<file path="src/tlic_pkg.sv">
package tlic_pkg;

  // register indices; byte address is four times the index
  localparam logic [15:0] SYSCTL_IDX = 16'hFFF2;
  localparam logic [15:0] SENSE_IDX = 16'hFFF4;
  localparam logic [15:0] ENABLE_IDX = 16'hFFF5;
  localparam logic [15:0] FLAGS_IDX = 16'hFFF6;
  localparam logic [15:0] PRIA_IDX = 16'hFFF8;
  localparam logic [15:0] PRIB_IDX = 16'hFFF9;

  // values after reset
  localparam logic [7:0] SYSCTL_RST = 8'h0B;
  localparam logic [7:0] REG_RST = 8'h00;

  // field positions
  localparam int USER_EN_BIT = 3;
  localparam int NMI_EDGE_BIT = 2;
  localparam int COND_I_BIT = 7;
  localparam int COND_UMASK_BIT = 6;

  // vectors
  localparam logic [5:0] VEC_NMI = 6'h07;
  localparam logic [5:0] VEC_TRAP0 = 6'h08;
  localparam logic [5:0] VEC_EXT0 = 6'h0C;
  localparam logic [5:0] VEC_INT0 = 6'h14;

  localparam int N_EXT = 6;
  localparam int N_INT = 30;
  localparam int N_SRC = 36;
  localparam logic [5:0] N_EXT6 = 6'h06;

  // per source: bit of {priority_level_a, priority_level_b} giving its level
  localparam logic [N_SRC-1:0][3:0] SRC_LVL_BIT = {
    4'h1, {4{4'h2}}, {4{4'h3}}, {4{4'h5}}, {3{4'h6}}, {3{4'h7}},
    {3{4'h8}}, {3{4'h9}}, {3{4'hA}}, {2{4'hB}}, {2{4'hC}}, {2{4'hD}},
    4'hE, 4'hF};

  localparam logic [1:0] RESP_OKAY = 2'h0;
  localparam logic [1:0] RESP_SLVERR = 2'h2;

  typedef enum logic [1:0] {SQ_IDLE, SQ_PUSH, SQ_VEC} tlic_seq_t;

  typedef struct packed {
    logic awvalid;
    logic [31:0] awaddr;
    logic wvalid;
    logic [31:0] wdata;
    logic [3:0] wstrb;
    logic bready;
    logic arvalid;
    logic [31:0] araddr;
    logic rready;
  } tlic_axi_req_t;

  typedef struct packed {
    logic awready;
    logic wready;
    logic bvalid;
    logic [1:0] bresp;
    logic arready;
    logic rvalid;
    logic [31:0] rdata;
    logic [1:0] rresp;
  } tlic_axi_rsp_t;

  typedef struct packed {
    logic [31:0] sp;
    logic [23:0] pc;
    logic [7:0] condition_code_register;
    logic boundary;
    logic trap_req;
    logic [1:0] trap_num;
  } tlic_cpu_in_t;

  typedef struct packed {
    logic busy;
    logic mem_wr;
    logic mem_rd;
    logic [31:0] mem_addr;
    logic [31:0] mem_wdata;
    logic ccr_load;
    logic [7:0] ccr_new;
    logic [31:0] sp_new;
    logic [5:0] vector;
  } tlic_cpu_out_t;

endpackage

</file>
<file path="src/tlic_top.sv">
// Behaviour
// - nonmaskable request beats all others, ignores mask bits and levels
// - each maskable module sits at low or high level; simultaneous arbitrated
// - six maskable pins, one nonmaskable pin, thirty internal requests
// - every source has its own vector number
// - I and user mask bit give three levels; it masks only with enable 0
// - trap sets I; with user_bit_enable clear sets I and user mask bit
// - trap vector chosen by the two-bit number in the instruction
// - word and longword stack addresses have bit zero forced low
// - nonmaskable edge: falling when select bit 0, rising when 1
// - each maskable pin senses falling edge or low level on its own
// - user_bit_enable 0 makes user bit a mask, 1 a plain bit; resets 1
// - system control loads 0B on reset and hardware standby
// - level bits a7 and a6 set levels of pins 0 and 1
// - level bit a5 covers pins 2 and 3, a4 pins 4 and 5
// - level bit a3 covers watchdog and refresh, a2 timer channel 0
// - priority level a clears to 00 on reset and hardware standby
// - status flags ignore written ones; written zero after read clears
// - watchdog overflow and refresh compare requests arrive as inputs
// - exception pushes PC and condition codes, sets I, fetches vector
// - flag sets on low level or on high-to-low edge
`timescale 1ns/100ps
module tlic_top
  import tlic_pkg::*;
(
  // clock, reset, standby
  input wire logic mclk,
  input wire logic rst_b,
  input wire logic hw_stby,
  // request pins
  input wire logic nmi_pin,
  input wire logic [N_EXT-1:0] ext_req_b,
  // on-chip module requests
  input wire logic [N_INT-1:0] int_req,
  // cpu exception port
  input wire tlic_cpu_in_t cpu_i,
  output tlic_cpu_out_t cpu_o,
  // register bus
  input wire tlic_axi_req_t axi_i,
  output tlic_axi_rsp_t axi_o
);

  typedef struct packed {
    logic [7:0] sysctl;
    logic [7:0] sense;
    logic [7:0] enable;
    logic [N_EXT-1:0] flags;
    logic [N_EXT-1:0] rd_seen;
    logic [7:0] pria;
    logic [7:0] prib;
    logic nmi_prev;
    logic nmi_flag;
    logic [N_EXT-1:0] ext_prev;
    tlic_seq_t seq;
    logic aw_got;
    logic aw_ok;
    logic [15:0] aw_idx;
    logic w_got;
    logic [7:0] w_byte;
    logic w_lane0;
    tlic_axi_rsp_t ax;
    tlic_cpu_out_t o;
  } tlic_state_t;

  tlic_state_t st_q;
  tlic_state_t st_d;

  logic [15:0] lvl_word;
  logic [N_SRC-1:0] pend;
  logic [N_SRC-1:0] lvl;
  logic [N_SRC-1:0] hi_set;
  logic [N_SRC-1:0] lo_set;
  logic mask_all;
  logic mask_low;
  logic int_win;
  logic [5:0] win_src;
  logic int_go;
  logic trap_go;
  logic [5:0] go_vec;

  function automatic logic in_map(input logic [31:0] a);
    logic [15:0] i;
    i = a[17:2];
    in_map = (a[31:18] == 14'h0000) && (a[1:0] == 2'h0) &&
      (i == SYSCTL_IDX || i == SENSE_IDX || i == ENABLE_IDX ||
       i == FLAGS_IDX || i == PRIA_IDX || i == PRIB_IDX);
  endfunction

  function automatic logic [6:0] first_set(input logic [N_SRC-1:0] v);
    first_set = 7'h00;
    for (int k = N_SRC - 1; k >= 0; k--)
    begin
      if (v[k])
      begin
        first_set = {1'b1, 6'(k)};
      end
    end
  endfunction

  function automatic logic [5:0] src_vec(input logic [5:0] s);
    if (s < N_EXT6)
    begin
      src_vec = VEC_EXT0 + s;
    end
    else
    begin
      src_vec = VEC_INT0 + (s - N_EXT6);
    end
  endfunction

  // level lookup per source
  assign lvl_word = {st_q.pria, st_q.prib};
  generate
    for (genvar g = 0; g < N_SRC; g++)
    begin : g_lvl
      assign lvl[g] = lvl_word[SRC_LVL_BIT[g]];
    end
  endgenerate

  always_comb
  begin
    // internal requests are levels held by their own modules
    pend = {int_req, st_q.flags & st_q.enable[N_EXT-1:0]};
    mask_all = cpu_i.condition_code_register[COND_I_BIT] &&
      (st_q.sysctl[USER_EN_BIT] || cpu_i.condition_code_register[COND_UMASK_BIT]);
    mask_low = cpu_i.condition_code_register[COND_I_BIT] && !st_q.sysctl[USER_EN_BIT] &&
      !cpu_i.condition_code_register[COND_UMASK_BIT];
    hi_set = mask_all ? '0 : (pend & lvl);
    lo_set = (mask_all || mask_low) ? '0 : (pend & ~lvl);
    if (|hi_set)
    begin
      {int_win, win_src} = first_set(hi_set);
    end
    else
    begin
      {int_win, win_src} = first_set(lo_set);
    end
    // no new sequence while busy is still up from the last one
    int_go = st_q.seq == SQ_IDLE && !st_q.o.busy && cpu_i.boundary &&
      (st_q.nmi_flag || int_win);
    trap_go = st_q.seq == SQ_IDLE && !st_q.o.busy && !int_go &&
      cpu_i.trap_req;
    if (int_go && st_q.nmi_flag)
    begin
      go_vec = VEC_NMI;
    end
    else if (int_go)
    begin
      go_vec = src_vec(win_src);
    end
    else
    begin
      go_vec = VEC_TRAP0 + {4'h0, cpu_i.trap_num};
    end
  end

  always_comb
  begin
    st_d = st_q;
    st_d.o.mem_wr = 1'b0;
    st_d.o.mem_rd = 1'b0;
    st_d.o.ccr_load = 1'b0;

    // pin sensing
    st_d.nmi_prev = nmi_pin;
    st_d.ext_prev = ext_req_b;

    // exception sequencer
    case (st_q.seq)
      SQ_IDLE:
      begin
        st_d.o.busy = 1'b0;
        if (int_go || trap_go)
        begin
          st_d.seq = SQ_PUSH;
          st_d.o.busy = 1'b1;
          st_d.o.vector = go_vec;
          if (int_go && st_q.nmi_flag)
          begin
            st_d.nmi_flag = 1'b0;
          end
          else if (int_go && win_src < N_EXT6)
          begin
            st_d.flags[win_src[2:0]] = 1'b0;
          end
        end
      end
      SQ_PUSH:
      begin
        st_d.seq = SQ_VEC;
        st_d.o.mem_wr = 1'b1;
        st_d.o.mem_addr = {cpu_i.sp[31:1] - 31'h00000002, 1'b0};
        st_d.o.sp_new = {cpu_i.sp[31:1] - 31'h00000002, 1'b0};
        st_d.o.mem_wdata = {cpu_i.condition_code_register, cpu_i.pc};
        st_d.o.ccr_load = 1'b1;
        st_d.o.ccr_new = cpu_i.condition_code_register;
        st_d.o.ccr_new[COND_I_BIT] = 1'b1;
        if (!st_q.sysctl[USER_EN_BIT])
        begin
          st_d.o.ccr_new[COND_UMASK_BIT] = 1'b1;
        end
      end
      SQ_VEC:
      begin
        st_d.seq = SQ_IDLE;
        st_d.o.mem_rd = 1'b1;
        st_d.o.mem_addr = {24'h000000, st_q.o.vector, 2'h0};
      end
      default:
      begin
        st_d.seq = SQ_IDLE;
      end
    endcase

    // bus write side
    if (axi_i.awvalid && st_q.ax.awready)
    begin
      st_d.aw_got = 1'b1;
      st_d.aw_ok = in_map(axi_i.awaddr);
      st_d.aw_idx = axi_i.awaddr[17:2];
    end
    if (axi_i.wvalid && st_q.ax.wready)
    begin
      st_d.w_got = 1'b1;
      st_d.w_byte = axi_i.wdata[7:0];
      st_d.w_lane0 = axi_i.wstrb[0];
    end
    if (st_q.aw_got && st_q.w_got && !st_q.ax.bvalid)
    begin
      st_d.ax.bvalid = 1'b1;
      st_d.ax.bresp = st_q.aw_ok ? RESP_OKAY : RESP_SLVERR;
      if (st_q.aw_ok && st_q.w_lane0)
      begin
        case (st_q.aw_idx)
          SYSCTL_IDX: st_d.sysctl = st_q.w_byte;
          SENSE_IDX: st_d.sense = st_q.w_byte;
          ENABLE_IDX: st_d.enable = st_q.w_byte;
          PRIA_IDX: st_d.pria = st_q.w_byte;
          PRIB_IDX: st_d.prib = st_q.w_byte;
          FLAGS_IDX:
          begin
            // ones are ignored, zeros clear only a flag read as one
            for (int n = 0; n < N_EXT; n++)
            begin
              if (!st_q.w_byte[n] && st_q.rd_seen[n])
              begin
                st_d.flags[n] = 1'b0;
                st_d.rd_seen[n] = 1'b0;
              end
            end
          end
          default:
          begin
            st_d.sense = st_d.sense;
          end
        endcase
      end
    end
    if (st_q.ax.bvalid && axi_i.bready)
    begin
      st_d.ax.bvalid = 1'b0;
      st_d.aw_got = 1'b0;
      st_d.w_got = 1'b0;
    end
    st_d.ax.awready = !st_d.aw_got;
    st_d.ax.wready = !st_d.w_got;

    // bus read side
    if (axi_i.arvalid && st_q.ax.arready)
    begin
      st_d.ax.rvalid = 1'b1;
      st_d.ax.rresp = in_map(axi_i.araddr) ? RESP_OKAY : RESP_SLVERR;
      st_d.ax.rdata = 32'h00000000;
      if (in_map(axi_i.araddr))
      begin
        case (axi_i.araddr[17:2])
          SYSCTL_IDX: st_d.ax.rdata[7:0] = st_q.sysctl;
          SENSE_IDX: st_d.ax.rdata[7:0] = st_q.sense;
          ENABLE_IDX: st_d.ax.rdata[7:0] = st_q.enable;
          PRIA_IDX: st_d.ax.rdata[7:0] = st_q.pria;
          PRIB_IDX: st_d.ax.rdata[7:0] = st_q.prib;
          default:
          begin
            st_d.ax.rdata[N_EXT-1:0] = st_q.flags;
            st_d.rd_seen = st_d.rd_seen | st_q.flags;
          end
        endcase
      end
    end
    else if (st_q.ax.rvalid && axi_i.rready)
    begin
      st_d.ax.rvalid = 1'b0;
    end
    st_d.ax.arready = !st_d.ax.rvalid;

    // flag setting wins over any clear above
    for (int n = 0; n < N_EXT; n++)
    begin
      if (st_q.sense[n] ? (!ext_req_b[n] && st_q.ext_prev[n])
          : !ext_req_b[n])
      begin
        st_d.flags[n] = 1'b1;
      end
    end
    if (st_q.sysctl[NMI_EDGE_BIT] ? (nmi_pin && !st_q.nmi_prev)
        : (!nmi_pin && st_q.nmi_prev))
    begin
      st_d.nmi_flag = 1'b1;
    end

    // hardware standby reloads the registers
    if (hw_stby)
    begin
      st_d.sysctl = SYSCTL_RST;
      st_d.sense = REG_RST;
      st_d.enable = REG_RST;
      st_d.flags = '0;
      st_d.rd_seen = '0;
      st_d.pria = REG_RST;
      st_d.prib = REG_RST;
    end
  end

  always_ff @(posedge mclk)
  begin
    if (!rst_b)
    begin
      st_q <= '0;
      st_q.sysctl <= SYSCTL_RST;
      st_q.nmi_prev <= 1'b1;
      st_q.ext_prev <= '1;
      st_q.ax.awready <= 1'b1;
      st_q.ax.wready <= 1'b1;
      st_q.ax.arready <= 1'b1;
    end
    else
    begin
      st_q <= st_d;
    end
  end

  assign cpu_o = st_q.o;
  assign axi_o = st_q.ax;
endmodule

</file>
<file path="config.mk">
export PLATFORM = sky130hd
export DESIGN_NAME = tlic_top
export DESIGN_NICKNAME = d
export VERILOG_FILES = /design/src/tlic_pkg.sv /design/src/tlic_top.sv
export SDC_FILE = /design/constraint.sdc
export NUM_CORES = 1
export LEC_CHECK = 0
export BUFFER_PORTS_ARGS = -buffer_cell sky130_fd_sc_hd__buf_2
export CAP_MARGIN = 30
export CORE_ASPECT_RATIO = 0.75
export CORE_MARGIN = 2
export CORE_UTILIZATION = 48
export DETAILED_ROUTE_END_ITERATION = 6
export PLACE_DENSITY = 0.76
export SLEW_MARGIN = 20
export SYNTH_ARGS = -nofsm -noshare
export SYNTH_HDL_FRONTEND = slang
export SYNTH_SLANG_ARGS = --single-unit
</file>
<file path="constraint.sdc">
create_clock -name mclk -period 4.2 [get_ports mclk]
set_input_delay 0 -clock mclk [delete_from_list [all_inputs] [get_ports mclk]]
set_output_delay 0 -clock mclk [all_outputs]
set_load 0.01 [all_outputs]
</file>
# --- Yosys cells after proc, flatten, opt, wreduce, memory -nomap -nowiden ---
# Cells that the tools add are included.
word_totals:
  output_inout_bits: 155
  wordCells: 305
  inputBits: 213
  reg_bits: 220
classes:
  n_eq_ne: 21
  mux: 141
  addsub: 5
  magnitude_cmp: 3
  reduce_logical: 93
  n_bitwise: 8
op_table:
  columns: ["op", "n"]
  rows:
  - ["7-bit 2-to-1 mux", 72]
  - ["16-bit equality test (second input constant)", 18]
  - ["36-bit AND", 2]
  - ["36-bit 2-to-1 mux", 2]
  - ["6-bit 2-to-1 mux", 11]
  - ["32-bit one-hot mux with 2 select lines", 1]
  - ["28-bit 2-to-1 mux", 2]
  - ["41-bit 2-to-1 mux", 1]
  - ["1-bit 2-to-1 mux", 39]
  - ["1-bit logical AND", 37]
  - ["36-bit inverter", 1]
  - ["36-bit OR reduction", 1]
  - ["31-bit by 2-bit subtractor with 31-bit output (second input constant)", 1]
  - ["6-bit one-hot mux with 5 select lines", 1]
  - ["14-bit logical NOT", 2]
  - ["8-bit 2-to-1 mux", 3]
  - ["1-bit logical NOT", 22]
  - ["18-bit 2-to-1 mux", 1]
  - ["3-bit AND reduction", 6]
  - ["1-bit logical OR", 14]
  - ["6-bit AND", 2]
  - ["12-bit 2-to-1 mux", 1]
  - ["10-bit 2-to-1 mux", 1]
  - ["2-bit one-hot mux with 5 select lines", 1]
  - ["21 further kinds", 29]

# --- Longest topological paths before layout ---
logic_depth:
  ltp_word: 60
  depth_mapped: 16
  depth_no_buf: 14

# --- Worst setup path before layout ---
# No wires, ideal clock.
synth_timing:
  path_kind: "register to register"
  startpoint: "register st_q (netlist bit lvl[23])"
  endpoint: "register st_q (netlist bit cpu_o[4])"
  required_ps: 4083
  arrival_ps: 2988
  path_slack_ps: 1096
  period_less_slack_ps: 3104
  setup_ps: 117
  path_stages_with_launch: 15
  path_buffers: 1
  cell_sequence: "dfxtp_1 -> buf_2 -> nor2_1 -> o21a_1 -> nor2_1 -> a311o_1 -> a21oi_1 -> o21ai_0 -> a31oi_1 -> inv_1 -> ha_1 -> or4_1 -> a41oi_1 -> xor2_1 -> o21ai_1"
synth_via:
  elab_chain_cells: 38
  elab_cells_between_ends: 77
  classes_between: "add/sub: 3; order compare: 1; mux: 61; bitwise: 3; reduce/logical: 9"
synth_rtl:
  columns: ["item", "line", "rtl"]
  rows:
  - ["from (decl)", "tlic_top.sv:65", "tlic_state_t st_q;"]
  - ["from (signal assigned)", "tlic_top.sv:338", "st_q <= st_d;"]
  - ["parallel branches: the longest is 38 deep, another holds 36-bit inverter", null, null]
# Parallel ways; which one is timed is not known.
# A chain may end at the register's enable or synchronous reset.

# --- Final worst setup path ---
layout_timing:
  startpoint: "register st_q (netlist bit lvl[23])"
  endpoint: "register st_q[219] (netlist bit)"
layout_via:
  elab_chain_cells: 46
  elab_cells_between_ends: 87
  classes_between: "order compare: 3; mux: 69; bitwise: 5; reduce/logical: 10"
layout_rtl:
  columns: ["item", "line", "rtl"]
  rows:
  - ["36-bit inverter", "tlic_top.sv:129", "lo_set = (mask_all || mask_low) ? '0 : (pend & ~lvl);"]
  - ["36-bit AND", "tlic_top.sv:129", null]
  - ["36-bit 2-to-1 mux", "tlic_top.sv:129", null]
  - ["7-bit 2-to-1 mux (27 in series)", "tlic_top.sv:93", "if (v[k])"]
  - ["6-bit 2-to-1 mux", "tlic_top.sv:130", "if (|hi_set)"]
  - ["3-bit by 4-bit less-than comparator with 1-bit output (implied by the code) or 3-bit by 1-bit >= comparator with 1-bit output (tied branches)", "tlic_top.sv:184", "st_d.flags[win_src[2:0]] = 1'b0;"]
  - ["1-bit logical AND (implied by the code)", "tlic_top.sv:184", null]
  - ["1-bit 2-to-1 mux (implied by the code)", "tlic_top.sv:184", null]
  - ["(+4 left out)", null, null]
  - ["6-bit 2-to-1 mux", "tlic_top.sv:178", "if (int_go && st_q.nmi_flag)"]
  - ["6-bit 2-to-1 mux *", "tlic_top.sv:173", "if (int_go || trap_go)"]
  - ["6-bit 2-to-1 mux *", "tlic_top.sv:169", "case (st_q.seq)"]
  - ["1-bit 2-to-1 mux", "tlic_top.sv:245", "if (!st_q.w_byte[n] && st_q.rd_seen[n])"]
  - ["12-bit 2-to-1 mux", "tlic_top.sv:234", "case (st_q.aw_idx)"]
  - ["28-bit 2-to-1 mux", "tlic_top.sv:232", "if (st_q.aw_ok && st_q.w_lane0)"]
  - ["28-bit 2-to-1 mux *", "tlic_top.sv:228", "if (st_q.aw_got && st_q.w_got && !st_q.ax.bvalid)"]
  - ["1-bit 2-to-1 mux *", "tlic_top.sv:299", "if (st_q.sense[n] ? (!ext_req_b[n] && st_q.ext_prev[n])"]
# Mark *: on every way between the ends. The rest lies on a longest branch, timed or not.

==> run_results.csv <==
group,metric,value,unit
power,total_leakage_power,0.00609,uW
sta,finalCriticalPeriod,3.81,ns
hold_path,worst_hold_path.endpoint,"axi_o[9]$_SDFFE_PN0P_",
synthesis,syn_area,11500,um2
global_route,maximum_number_of_pins_on_one_net_before_global_route_repair,70,
clock_network,worst_setup_hold_path_clk_slew,0.07,ns
status,outcome,"complete, no violations",
routing,remaining_drc_errors,0,
worst_setup_path,cpPeakStageDelay,0.57,ns
sta,timing.final.setup_violations,0,
synthesis,synth_top_flop_cell,"dfxtp_1",
sta,slew_violations,0,
synthesis,synth.distinct_cells,84,
clock_network,clock_insertion_delay_worst_skew,0.52,ns
worst_setup_path,timing.rr.end,"st_q[219]$_SDFF_PP0_",
synthesis,synth.ff_latch_count,210,
clock_network,clock_tree.buffer_depth,3,
finish,layout_common_cells,"buf_2 (312), nor2_1 (215), dfxtp_1 (210), nand2_1 (145), dlygate4sd3_1 (129)",
sta,fin_skew,0.0325,ns
worst_setup_path,startpoint_type,"register",
worst_setup_path,cp.required,4.60,ns
finish,layout_commonest_cell,"buf_2",
clock_network,cts_root_buffer,"clkbuf_16",
global_route,grt.total_usage,0.269,
sta,fin_crit_sh,0.908,
floorplan,initial_utilization,0.485,
floorplan,die-area,25200,um2
placement,globalplace.congestion,0.956,
sta,fin_setup_tns,0,ns
worst_setup_path,timing.critical_path.mode_cell,"o211ai_1",
routing,drt-wirelength-per-cell,17.4,um
sta,fmaxAchievable,262,MHz
clock_network,cts_setup_buffers,0,
global_route,global_route_wire_length_before_repair,55500,um
global_route,initial_antenna_violation_count,0,
finish,nNetsFinal,1923,
sta,final_hold_viol_count,0,
clock_network,cts_tree,"built",
floorplan,area_inside_the_core_boundary,23700,um2
synthesis,post_synth.cell_area_avg,8.11,um2
sta,max-slew-margin-rel,0.332,
routing,vias,11200,
run,cap_violations,0,
routing,detailed_router_iteration_count_before_antenna_repair,7,
clock_network,clock_sink_count,210,
floorplan,die_width,183,um
placement,port-buffer-count,311,
sta,worst-slew-pin-transition,0.996,ns
hold_path,min_path_type,"primary input to register",
worst_setup_path,endpoint_kind,"register",
synthesis,synth_async_sr_flop_share,0,
floorplan,die_h,138,um
worst_setup_path,crit_type,"register to register",
synthesis,synth.yosys.seq_area_share,0.365,
worst_setup_path,timing.critical_path.fanout_max,12,
finish,insertedDiodeCount,0,
worst_setup_path,crit_path_slowest_cell,"dfxtp_1",
hold_path,hold_path_startpoint,"axi_i[6]",
finish,syn_to_final_growth,23.8,%
sta,fin_worst_hold_slack,0.0428,ns
routing,routed_wirelength,35200,um
worst_setup_path,r2r.worst_path.cells,14,
sta,unrepaired_setup_endpoints_after_global_routing,"no",
worst_setup_path,worst-r2r-setup-slack,0.39,ns
hold_path,hold_depth,6,
global_route,grt_pass1_vias,10800,
routing,dr.first_iter.drc_count,800,
synthesis,ys_top_cells_by_area,"dfxtp_1 (37%), buf_4 (10%), nor2_1 (7.0%)",
routing,vias_per_cell,5.54,
worst_setup_path,cp.arrival,4.22,ns
clock_network,ctsHtreeMaxLevel,1,
synthesis,synth_cells,1419,
floorplan,rows,49,
power,power.ir.vdd_worst,0.301,mV
finish,post_route_cells_drive_above_1_share,0.225,
synthesis,synth_top_cell_by_area,"dfxtp_1",
synthesis,yosysWarningCount,0,
placement,hpwl,24300,um
synthesis,post_synth_edffs,0,
clock_network,number_of_cts_inserted_buffers,22,
synthesis,yosysTopAreaCellShare,0.365,
global_route,grt_overflow,0,
floorplan,io_pins,368,
routing,antenna_left,0,
worst_setup_path,crit-reg2reg-launch,"lvl[23]$_SDFFE_PP0P_",
worst_setup_path,critical_path.cell_chain,"o21ai_0 -> nand2b_1 -> a31oi_1 -> o211ai_1 -> a31oi_1 -> nor3_1 -> a31oi_2 -> inv_1 -> ha_1 -> inv_1 -> o211ai_1 -> o211ai_1 -> o31ai_1 -> dlygate4sd3_1",
power,cellPowerDensity,470,nW/um2
worst max-delay path by stage:
stage                                       from                     to  depth (start not counted)
after CTS                   lvl[23]$_SDFFE_PP0P_   st_q[219]$_SDFF_PP0_                         14
after global placement      lvl[23]$_SDFFE_PP0P_  cpu_o[4]$_SDFFE_PN0P_                         13
after floorplan             lvl[23]$_SDFFE_PP0P_  cpu_o[4]$_SDFFE_PN0P_                         14
after global routing      st_q[224]$_SDFFE_PP0P_   st_q[219]$_SDFF_PP0_                         12
final                       lvl[23]$_SDFFE_PP0P_   st_q[219]$_SDFF_PP0_                         14
after detailed placement    lvl[23]$_SDFFE_PP0P_  cpu_o[4]$_SDFFE_PN0P_                         13
through the flow:
stage	util	instances	power [uW]	area, um2	worst slack (ns)
after CTS	0.599	2020	6680	14200	0.321
after detailed placement	0.514	1851	4620	12200	0.582
final	0.600	2021	6700	14200	0.386
after global placement	0.514	1849	4550	12200	0.676
after global routing	0.600	2021	7030	14200	0.0862
after floorplan	-	1446	4320	11600	1.10
logic make-up after synthesis:
kind of cell,after synthesis,synth area share
flops,210,0.365
buf+inv,255,0.136
compound gates,299,0.177
xor+xnor,30,0.0228
other cells,1,0.000326
simple gates,529,0.213
mux,84,0.0735
fa+ha+maj,11,0.0120
routing by layer:
metal / vias to the layer above / track usage / part of all wire
li1: 5334 / - / -
met1: 5200 / 0.352 / 0.42
met2: 565 / 0.435 / 0.45
met3: 106 / 0.0535 / 0.088
met4: 0 / 0.108 / 0.040
met5: - / 0 / 0
synthesized netlist by cell type (4+ instances only):
| cell | instances |
|---|---|
| and3_1 | 6 |
| inv_1 | 28 |
| mux2_2 | 4 |
| a2bb2oi_1 | 7 |
| xnor2_1 | 15 |
| nor2_1 | 215 |
| a21o_1 | 10 |
| a222oi_1 | 8 |
| o21ai_1 | 4 |
| clkbuf_1 | 53 |
| nand2b_1 | 30 |
| nand4_1 | 16 |
| buf_1 | 8 |
| o211ai_1 | 10 |
| a21boi_0 | 5 |
| or3_1 | 9 |
| a211oi_1 | 39 |
| a22oi_1 | 10 |
| buf_4 | 158 |
| a31oi_1 | 17 |
| nand3_1 | 18 |
| mux2i_1 | 80 |
| a21oi_1 | 78 |
| ha_1 | 11 |
| o31ai_1 | 9 |
| nor4_1 | 15 |
| xor2_1 | 15 |
| buf_2 | 4 |
| or4_1 | 6 |
| o21ai_0 | 54 |
| nor2b_1 | 13 |
| dfxtp_1 | 210 |
| nand3b_1 | 5 |
| nand2_1 | 145 |
| and2_1 | 10 |
| nor3_1 | 14 |
| o21a_1 | 4 |
area by class of cell:
cell class	instances	area, um2
fillers	2012	9480
multi-input cells	981	5860
clock inverters	8	106
repair buffers	453	2950
inverters	31	119
clock buffers	32	618
well taps	306	383
flip-flops and latches	210	4200
where the power goes:
group          total [uW]  leakage [uW]  switching [uW]  internal (uW)
clock                1950      0.000348             803           1150
sequential           2600       0.00172             230           2370
combinational        2150       0.00403            1260            892
total                6700       0.00609            2290           4410
sequential cells by signal (all words and copies together), names as in the netlist:
name      count
axi_o        15
cpu_o       105
lvl          14
lvl_word      2
st_q         74
repair_timing:
action                                 in CTS  in global routing
endpoints found under the hold margin     141                  0
hold buffers                              129                  0
gates resized for setup                     0                  2
setup endpoints to repair                   0                  1
critical path: cells and delay by family, from the launching register on:
| kind | cells | cell delay (ns) |
|---|---|---|
| flip-flops | 1 | 0.57 |
| AND/OR/NAND/NOR | 2 | 0.31 |
| buffers and inverters | 3 | 0.82 |
| AO/OA/AOI/OAI | 8 | 1.74 |
| adder cells (fa/ha/maj) | 1 | 0.27 |
No activity file was read; power rests on OpenSTA's default activity.
